[src/dpts_pkg.sv]
/*
  package of the page transaction sequencer: link commands, timing counts in request cycles.
  assumes both ends run on one request clock, sys_clk at 25 MHz.
*/
// Operation
// - packet count follows bank state and address
// - controller compares row for hit/miss
// - page-hit write uses column writes only
// - page-hit read uses column reads only
// - write data follows column write by delay
// - read data returned fixed delay after read
// - column packets spaced by column cycle time
// - page-miss: precharge, wait, then activate
// - page-empty: activate, wait row-to-column delay
// - controller remembers banks left open
// - precharge waits write-to-precharge after write
// - precharge waits read-to-precharge after read
// - page policy decides close or leave open
// - precharge never before min row active time
// - read act-to-pre is max of both limits
// - write act-to-pre respects write delay sum
// - precharge to activate keeps precharge time
// - same-kind column packets keep column cycle
package dpts_pkg;
  // ------------------------------------------------------------
  // geometry
  // ------------------------------------------------------------
  localparam int BANK_W = 3;
  localparam int ROW_W  = 12;
  localparam int COL_W  = 6;
  localparam int DATA_W = 16;
  localparam int NBANK  = 1 << BANK_W;

  typedef enum logic [2:0] {
    DPTS_CMD_NOP,
    DPTS_CMD_ACT,
    DPTS_CMD_PRE,
    DPTS_CMD_WR,
    DPTS_CMD_RD
  } dpts_cmd_t;

  // ------------------------------------------------------------
  // timing, ns and derived cycles
  // ------------------------------------------------------------
  localparam int CLK_PERIOD_NS = 40;
  localparam int WRITE_DATA_DELAY_NS          = 120;
  localparam int READ_DATA_DELAY_NS           = 240;
  localparam int COLUMN_CYCLE_TIME_NS         = 80;
  localparam int PRECHARGE_TIME_NS            = 240;
  localparam int ROW_TO_COLUMN_WRITE_DELAY_NS = 40;
  localparam int ROW_TO_COLUMN_READ_DELAY_NS  = 200;
  localparam int WRITE_TO_PRECHARGE_TIME_NS   = 440;
  localparam int READ_TO_PRECHARGE_TIME_NS    = 120;
  localparam int MIN_ROW_ACTIVE_TIME_NS       = 360;

  function automatic int cyc(input int ns);
    int c;
    c = (ns + CLK_PERIOD_NS - 1) / CLK_PERIOD_NS;
    return (c < 1) ? 1 : c;
  endfunction

  localparam int WRITE_DATA_DELAY_CYC   = cyc(WRITE_DATA_DELAY_NS);
  localparam int READ_DATA_DELAY_CYC    = cyc(READ_DATA_DELAY_NS);
  localparam int COLUMN_CYCLE_TIME_CYC  = cyc(COLUMN_CYCLE_TIME_NS);
  localparam int PRECHARGE_TIME_CYC     = cyc(PRECHARGE_TIME_NS);
  localparam int ROW_TO_COL_WR_CYC      = cyc(ROW_TO_COLUMN_WRITE_DELAY_NS);
  localparam int ROW_TO_COL_RD_CYC      = cyc(ROW_TO_COLUMN_READ_DELAY_NS);
  localparam int WRITE_TO_PRE_CYC       = cyc(WRITE_TO_PRECHARGE_TIME_NS);
  localparam int READ_TO_PRE_CYC        = cyc(READ_TO_PRECHARGE_TIME_NS);
  localparam int MIN_ROW_ACTIVE_CYC     = cyc(MIN_ROW_ACTIVE_TIME_NS);
  localparam int CNT_W = 6;
endpackage : dpts_pkg

[src/dpts_link_if.sv]
/*
  request/data link between controller and device.
  assumes one clock; the testbench binds both ends.
*/
interface dpts_link_if;
  logic                          req_valid;
  dpts_pkg::dpts_cmd_t           req_cmd;
  logic [dpts_pkg::BANK_W-1:0]   req_bank;
  logic [dpts_pkg::ROW_W-1:0]    req_row;
  logic [dpts_pkg::COL_W-1:0]    req_col;
  logic                          wdata_valid;
  logic [dpts_pkg::DATA_W-1:0]   wdata;
  logic                          rdata_valid;
  logic [dpts_pkg::DATA_W-1:0]   rdata;

  modport device (
    input  req_valid, req_cmd, req_bank, req_row, req_col, wdata_valid, wdata,
    output rdata_valid, rdata
  );
  modport ctrl (
    output req_valid, req_cmd, req_bank, req_row, req_col, wdata_valid, wdata,
    input  rdata_valid, rdata
  );
endinterface : dpts_link_if

[src/dpts_ctrl.sv]
/*
  controller end: turns user accesses into packet sequences per bank state.
  assumes one access at a time; user holds acc_* until acc_ready pulse, acc_wdata one cycle past it.
*/
module dpts_ctrl (
  input  wire logic                          sys_clk,
  input  wire logic                          rst_n,
  dpts_link_if.ctrl                          link,
  input  wire logic                          acc_valid,
  input  wire logic                          acc_write,
  input  wire logic                          acc_close,
  input  wire logic [1:0]                    acc_len,
  input  wire logic [dpts_pkg::BANK_W-1:0]   acc_bank,
  input  wire logic [dpts_pkg::ROW_W-1:0]    acc_row,
  input  wire logic [dpts_pkg::COL_W-1:0]    acc_col,
  input  wire logic [dpts_pkg::DATA_W-1:0]   acc_wdata,
  output logic                               acc_ready,
  output logic                               rd_valid,
  output logic [dpts_pkg::DATA_W-1:0]        rd_data
);

  // ------------------------------------------------------------
  // timing counts
  // ------------------------------------------------------------
  localparam int CW = dpts_pkg::CNT_W;
  localparam int WD = dpts_pkg::WRITE_DATA_DELAY_CYC;
  localparam logic [CW-1:0] T_CC  = CW'(dpts_pkg::COLUMN_CYCLE_TIME_CYC);
  localparam logic [CW-1:0] T_RP  = CW'(dpts_pkg::PRECHARGE_TIME_CYC);
  localparam logic [CW-1:0] T_RCW = CW'(dpts_pkg::ROW_TO_COL_WR_CYC);
  localparam logic [CW-1:0] T_RCR = CW'(dpts_pkg::ROW_TO_COL_RD_CYC);
  localparam logic [CW-1:0] T_WRP = CW'(dpts_pkg::WRITE_TO_PRE_CYC);
  localparam logic [CW-1:0] T_RDP = CW'(dpts_pkg::READ_TO_PRE_CYC);
  localparam logic [CW-1:0] T_RAS = CW'(dpts_pkg::MIN_ROW_ACTIVE_CYC);

  // ------------------------------------------------------------
  // state
  // ------------------------------------------------------------
  typedef enum logic [2:0] {
    ST_IDLE,
    ST_PRE,
    ST_ACT,
    ST_COL,
    ST_CLOSE,
    ST_DONE
  } dpts_st_t;

  typedef struct packed {
    dpts_st_t                                   st;
    logic [dpts_pkg::NBANK-1:0]                 open;
    logic [dpts_pkg::NBANK-1:0][dpts_pkg::ROW_W-1:0] row;
    logic [CW-1:0]                              wait_c;
    logic [CW-1:0]                              ras_c;
    logic [1:0]                                 left;
    logic [dpts_pkg::COL_W-1:0]                 col;
    logic                                       rq_v;
    dpts_pkg::dpts_cmd_t                        rq_cmd;
    logic [dpts_pkg::BANK_W-1:0]                rq_bank;
    logic [dpts_pkg::ROW_W-1:0]                 rq_row;
    logic [dpts_pkg::COL_W-1:0]                 rq_col;
    logic [WD-1:0]                              wd_v;
    logic                                       wv;
    logic [dpts_pkg::DATA_W-1:0]                wd;
    logic                                       rdy;
    logic                                       rv;
    logic [dpts_pkg::DATA_W-1:0]                rd;
  } dpts_ctl_st_t;

  dpts_ctl_st_t s_q, s_d;

  // ------------------------------------------------------------
  // next state
  // ------------------------------------------------------------
  // counters reload a cycle late, so every gap gets one slack cycle
  always_comb
  begin
    s_d = s_q;
    s_d.rq_v = 1'b0;
    s_d.rq_cmd = dpts_pkg::DPTS_CMD_NOP;
    s_d.rdy = 1'b0;
    s_d.rv = link.rdata_valid;
    s_d.rd = link.rdata;
    // write data presented delay after column write
    s_d.wd_v = {s_q.wd_v[WD-2:0], 1'b0};
    s_d.wv = s_q.wd_v[WD-1];
    s_d.wd = s_q.wd_v[WD-1] ? acc_wdata : '0;
    if (s_q.wait_c != '0)
      s_d.wait_c = s_q.wait_c - 1'b1;
    if (s_q.ras_c != '0)
      s_d.ras_c = s_q.ras_c - 1'b1;
    s_d.rq_bank = acc_bank;
    s_d.rq_row = acc_row;
    s_d.rq_col = s_q.col;
    unique case (s_q.st)
      ST_IDLE:
        // spacing counter still running: next access waits
        if (acc_valid && s_q.wait_c == '0)
        begin
          s_d.col = acc_col;
          s_d.left = acc_len;
          if (s_q.open[acc_bank] && s_q.row[acc_bank] == acc_row)
            s_d.st = ST_COL;
          else if (s_q.open[acc_bank])
            s_d.st = ST_PRE;
          else
            s_d.st = ST_ACT;
        end
      ST_PRE:
        if (s_q.ras_c == '0 && s_q.wait_c == '0)
        begin
          s_d.rq_v = 1'b1;
          s_d.rq_cmd = dpts_pkg::DPTS_CMD_PRE;
          s_d.open[acc_bank] = 1'b0;
          s_d.wait_c = T_RP;
          s_d.st = ST_ACT;
        end
      ST_ACT:
        if (s_q.wait_c == '0)
        begin
          s_d.rq_v = 1'b1;
          s_d.rq_cmd = dpts_pkg::DPTS_CMD_ACT;
          s_d.open[acc_bank] = 1'b1;
          s_d.row[acc_bank] = acc_row;
          if (acc_write)
            s_d.wait_c = T_RCW;
          else
            s_d.wait_c = T_RCR;
          s_d.ras_c = T_RAS;
          s_d.st = ST_COL;
        end
      ST_COL:
        if (s_q.wait_c == '0)
        begin
          s_d.rq_v = 1'b1;
          if (acc_write)
            s_d.rq_cmd = dpts_pkg::DPTS_CMD_WR;
          else
            s_d.rq_cmd = dpts_pkg::DPTS_CMD_RD;
          s_d.wd_v[0] = acc_write;
          s_d.col = s_q.col + 1'b1;
          s_d.wait_c = T_CC;
          if (s_q.left == 2'h0)
          begin
            if (acc_write)
              s_d.wait_c = T_WRP;
            else
              s_d.wait_c = T_RDP;
            s_d.st = acc_close ? ST_CLOSE : ST_DONE;
          end
          else
            s_d.left = s_q.left - 1'b1;
        end
      ST_CLOSE:
        // max of ras and write or read sum
        if (s_q.wait_c == '0 && s_q.ras_c == '0)
        begin
          s_d.rq_v = 1'b1;
          s_d.rq_cmd = dpts_pkg::DPTS_CMD_PRE;
          s_d.open[acc_bank] = 1'b0;
          s_d.wait_c = T_RP;
          s_d.st = ST_DONE;
        end
      ST_DONE:
      begin
        s_d.rdy = 1'b1;
        s_d.st = ST_IDLE;
      end
    endcase
  end

  // ------------------------------------------------------------
  // state register
  // ------------------------------------------------------------
  always_ff @(posedge sys_clk)
  begin
    if (!rst_n)
      s_q <= '0;
    else
      s_q <= s_d;
  end

  // ------------------------------------------------------------
  // outputs
  // ------------------------------------------------------------
  assign link.req_valid   = s_q.rq_v;
  assign link.req_cmd     = s_q.rq_cmd;
  assign link.req_bank    = s_q.rq_bank;
  assign link.req_row     = s_q.rq_row;
  assign link.req_col     = s_q.rq_col;
  assign link.wdata_valid = s_q.wv;
  assign link.wdata       = s_q.wd;
  assign acc_ready        = s_q.rdy;
  assign rd_valid         = s_q.rv;
  assign rd_data          = s_q.rd;
endmodule // dpts_ctrl

[src/flat_wrapper.sv]
// flat-port wrapper written by rule: the top's interface ports become plain ports
module dpts_ctrl_flat 
  (sys_clk, rst_n, acc_valid, acc_write, acc_close, acc_len, acc_bank, acc_row, acc_col, acc_wdata, acc_ready, rd_valid, rd_data, link_req_valid, link_req_cmd, link_req_bank, link_req_row, link_req_col, link_wdata_valid, link_wdata, link_rdata_valid, link_rdata);
  dpts_link_if link_i ();
  input  wire logic sys_clk;
  input  wire logic rst_n;
  input  wire logic acc_valid;
  input  wire logic acc_write;
  input  wire logic acc_close;
  input  wire logic [1:0] acc_len;
  input  wire logic [dpts_pkg::BANK_W-1:0] acc_bank;
  input  wire logic [dpts_pkg::ROW_W-1:0] acc_row;
  input  wire logic [dpts_pkg::COL_W-1:0] acc_col;
  input  wire logic [dpts_pkg::DATA_W-1:0] acc_wdata;
  output logic acc_ready;
  output logic rd_valid;
  output logic [dpts_pkg::DATA_W-1:0] rd_data;
  output wire logic [$bits(link_i.req_valid)-1:0] link_req_valid;
  output wire logic [$bits(link_i.req_cmd)-1:0] link_req_cmd;
  output wire logic [$bits(link_i.req_bank)-1:0] link_req_bank;
  output wire logic [$bits(link_i.req_row)-1:0] link_req_row;
  output wire logic [$bits(link_i.req_col)-1:0] link_req_col;
  output wire logic [$bits(link_i.wdata_valid)-1:0] link_wdata_valid;
  output wire logic [$bits(link_i.wdata)-1:0] link_wdata;
  input wire logic [$bits(link_i.rdata_valid)-1:0] link_rdata_valid;
  input wire logic [$bits(link_i.rdata)-1:0] link_rdata;
  assign link_req_valid = link_i.req_valid;
  assign link_req_cmd = link_i.req_cmd;
  assign link_req_bank = link_i.req_bank;
  assign link_req_row = link_i.req_row;
  assign link_req_col = link_i.req_col;
  assign link_wdata_valid = link_i.wdata_valid;
  assign link_wdata = link_i.wdata;
  assign link_i.rdata_valid = link_rdata_valid;
  assign link_i.rdata = link_rdata;
  dpts_ctrl u_core (.sys_clk(sys_clk), .rst_n(rst_n), .link(link_i), .acc_valid(acc_valid), .acc_write(acc_write), .acc_close(acc_close), .acc_len(acc_len), .acc_bank(acc_bank), .acc_row(acc_row), .acc_col(acc_col), .acc_wdata(acc_wdata), .acc_ready(acc_ready), .rd_valid(rd_valid), .rd_data(rd_data));
endmodule
[config.mk]
export PLATFORM = sky130hd
export DESIGN_NAME = dpts_ctrl_flat
export DESIGN_NICKNAME = d
export VERILOG_FILES = /design/src/dpts_pkg.sv /design/src/dpts_link_if.sv /design/src/dpts_ctrl.sv /design/src/flat_wrapper.sv
export SDC_FILE = /design/constraint.sdc
export NUM_CORES = 1
export LEC_CHECK = 0
export BUFFER_PORTS_ARGS = -buffer_cell sky130_fd_sc_hd__buf_2
export CAP_MARGIN = 20
export CORE_ASPECT_RATIO = 1.5
export CORE_MARGIN = 2
export CORE_UTILIZATION = 30
export CTS_BUF_LIST = sky130_fd_sc_hd__clkbuf_8
export DETAILED_ROUTE_END_ITERATION = 10
export SLEW_MARGIN = 20
export SYNTH_ARGS = -nofsm -noshare
export SYNTH_HDL_FRONTEND = slang
export SYNTH_SLANG_ARGS = --single-unit
[constraint.sdc]
create_clock -name sys_clk -period 4.4 [get_ports sys_clk]
set_input_delay 0.44 -clock sys_clk [delete_from_list [all_inputs] [get_ports sys_clk]]
set_output_delay 0.44 -clock sys_clk [all_outputs]
set_load 0.005 [all_outputs]
==> summary.txt <==
Run status
  • Result of the run: finished clean

STA
  • Slew Viols, Final: 0
  • Final Hold Viols: 0
  • Fin Clk Skew: 0.0203 ns
  • Highest clock rate: 323 MHz
  • Worst-case headroom to the max-slew limit: 0.327
  • Fin crit share: 0.703
  • Worst Tran Pin Value: 1.01 ns
  • Unrepaired setup endpoints after global routing: no
  • Fin Hold WS: 0.139 ns
  • Final setup margin: 1.31 ns
  • Final setup fails: 0
  • Final min period: 3.09 ns
  • Setup TNS: 0 ns

Logic synthesis
  • Count of different cell masters after synthesis: 61
  • Most frequent cell after synthesis: dfxtp_1
  • Synthesized area: 8390 µm²
  • Mapped Avg Cell Area: 9.10 µm²
  • Leading cell types by count after synthesis: dfxtp_1 (190), nor2_1 (87), a21oi_1 (78), mux2i_1 (78), nand2_1 (76)
  • Warnings, synthesis: 0
  • Ys async rst share: 0
  • Post-synth net total: 988
  • Post-synth EDFFs: 0
  • Synth top area share: 0.454
  • Top cells by area, synth: dfxtp_1 (45%), mux2i_1 (9.3%), buf_4 (5.4%), a21oi_1 (4.7%), nor2_1 (3.9%)
  • Post-synth top area cell: dfxtp_1
  • Dominant synthesized flop cell: dfxtp_1
  • Seq/Total Area, Yosys: 0.454
  • FF+latch count, synth: 190
  • Gate count of the mapped netlist: 921

Drt
  • Post-Route WL: 20.9 mm
  • Met3 WL post-DR: 991 µm
  • Max Used Layer: met4
  • Routed Antenna Nets: 0
  • Via count: 6391
  • DRT Pass-1 Iters: 5
  • DRC errors left: 0
  • Vias/cell: 4.92
  • M1 wire length: 8.64 mm
  • WL/cell: 16.1 µm
  • DRT iter0 DRCs: 489
  • Metal2 WL: 10.8 mm

Setup path
  • Setup CP Type: reg -> reg
  • Crit Path Max Fanout: 17
  • Reg2reg path depth: 6
  • Critical path buffers and inverters: 0
  • Critical-path cell list: nor2b_1, nand2_1, nor3_4, nand2_1, nand2_1, a21oi_1
  • Startpoint Class: register
  • Family with the most delay on the worst path: simple AND/OR/NAND/NOR gates
  • Crit path top cell by count: nand2_1
  • Worst setup EP type: register
  • Worst R2R Setup Slack: 1.31 ns
  • Worst Path Required: 4.75 ns
  • Critical Path Max Stage Delay: 0.74 ns
  • Worst r2r src: u_core.s_q[188]$_SDFFE_PN0P_
  • CP max-delay cell: dfxtp_1
  • Worst EP arrival: 3.44 ns

GRT
  • Vias in the first global route: 6010
  • First-pass GRT wire length: 32.7 mm
  • Largest net degree at the start of global routing: 87
  • Initial antenna violation count: 0
  • All-Layer GR Usage: 0.142
  • GRT Residual Overflow: 0

Place
  • Post-placement setup slack: 1.38 ns
  • Routability Congestion: 0.849
  • Dpl cells: 1270
  • HPWL Detailed: 13.8 mm
  • Area of placed instances: 8790 µm²
  • Port buffer count: 120

Cells and area
  • # fillers: 2901
  • Finished Layout Cells: 1300
  • Final nets: 1010
  • Share of cells above drive strength 1: 0.198
  • # diodes: 0
  • Final Util: 0.331
  • Final Cell Area: 9210 µm²
  • Area Growth Syn to Fin: 9.77%

Floorplan
  • Die Area: 29300 µm²
  • Die height: 209 µm
  • Num rows: 75
  • Core area: 27800 µm²
  • Die X: 141 µm
  • IO Pins: 121
  • Initial core utilization: 0.302

Clock network
  • Post-CTS Setup Repair Bufs: 0
  • CTS Root Cell: clkbuf_8
  • CTS sink count: 190
  • Hold buffer count at cts: 0
  • Total CTS buffers: 17
  • Resized cells post-CTS: 0
  • CTS tree: built
  • Clk slew on worst S/H paths: 0.11 ns
  • CTS max path bufs: 2
  • Worst-Skew Late Latency: 0.51 ns
  • Clock H-tree levels: 4

Job
  • Max Cap Viol: 0

Pwr
  • VDD IR-drop max: 0.250 mV
  • Leak: 3.55 nW
  • PwrDens: 443 nW/µm²
  • Overall power: 4.08 mW

Worst hold path
  • Hold_sp: link_rdata_valid
  • Hold endpoint: u_core.rd_valid$_SDFF_PN0_
  • Hold path depth: 2
  • HP Class: in -> reg
[cell families after synthesis]
group,share of synthesized area
and+or+nand+nor,0.194
DFF,0.454
AOI/OAI and AO/OA,0.106
buffers and inverters,0.0947
muxes,0.125
xor gates and xnor gates,0.0178
adders and majority gates,0.00895
[layer usage]
metal	track usage	vias to the layer above
li1	-	3150
met1	0.163	3042
met2	0.256	174
met3	0.0284	25
met4	0.0603	0
met5	0	-
[cells in the final DEF (no fill, tap or decap), types with 4 or more instances in the layout]
master	n
a211oi_1	5
a21oi_1	78
a22oi_1	14
and2_1	42
and3_1	19
buf_2	120
buf_4	15
clkbuf_8	19
dfxtp_1	190
ha_1	6
inv_1	10
mux2i_1	78
mux4_2	12
nand2_1	76
nand2b_1	6
nand3_1	58
nor2_1	87
nor2b_1	4
nor3_1	11
o21ai_0	8
o21ai_1	4
o22ai_1	4
o31ai_1	9
or4_1	7
xnor2_1	12
xor2_1	5
[report_power, final]
| group | total (mW) | switching, mW | internal, mW | leakage [nW] |
|---|---|---|---|---|
| clock network | 1.23 | 0.681 | 0.549 | 0.211 |
| registers | 1.94 | 0.106 | 1.83 | 1.54 |
| logic | 0.911 | 0.550 | 0.361 | 1.79 |
[worst max-delay path by stage]
stage | start | to | slack [ns] | depth (start not counted)
final | u_core.s_q[188]$_SDFFE_PN0P_ | register | 1.31 | 6
after global routing | u_core.s_q[188]$_SDFFE_PN0P_ | register | 1.05 | 6
after CTS | u_core.s_q[188]$_SDFFE_PN0P_ | register | 1.36 | 6
after detailed placement | u_core.s_q[188]$_SDFFE_PN0P_ | register | 1.38 | 6
after global placement | u_core.s_q[188]$_SDFFE_PN0P_ | register | 1.41 | 6
after floorplan | acc_bank[1] | register | 2.31 | 8
[layout make-up]
| class | instances | area [µm²] | share of cell area |
|---|---|---|---|
| inverters | 13 | 50.0 | 0.00544 |
| flip-flops and latches | 190 | 3800 | 0.413 |
| well taps | 346 | 433 | 0.0470 |
| repair buffers | 135 | 713 | 0.0775 |
| clock buffers | 19 | 262 | 0.0284 |
| clock inverters | 11 | 150 | 0.0163 |
| multi-input cells | 586 | 3790 | 0.412 |
No activity file was read; power rests on OpenSTA's default activity.
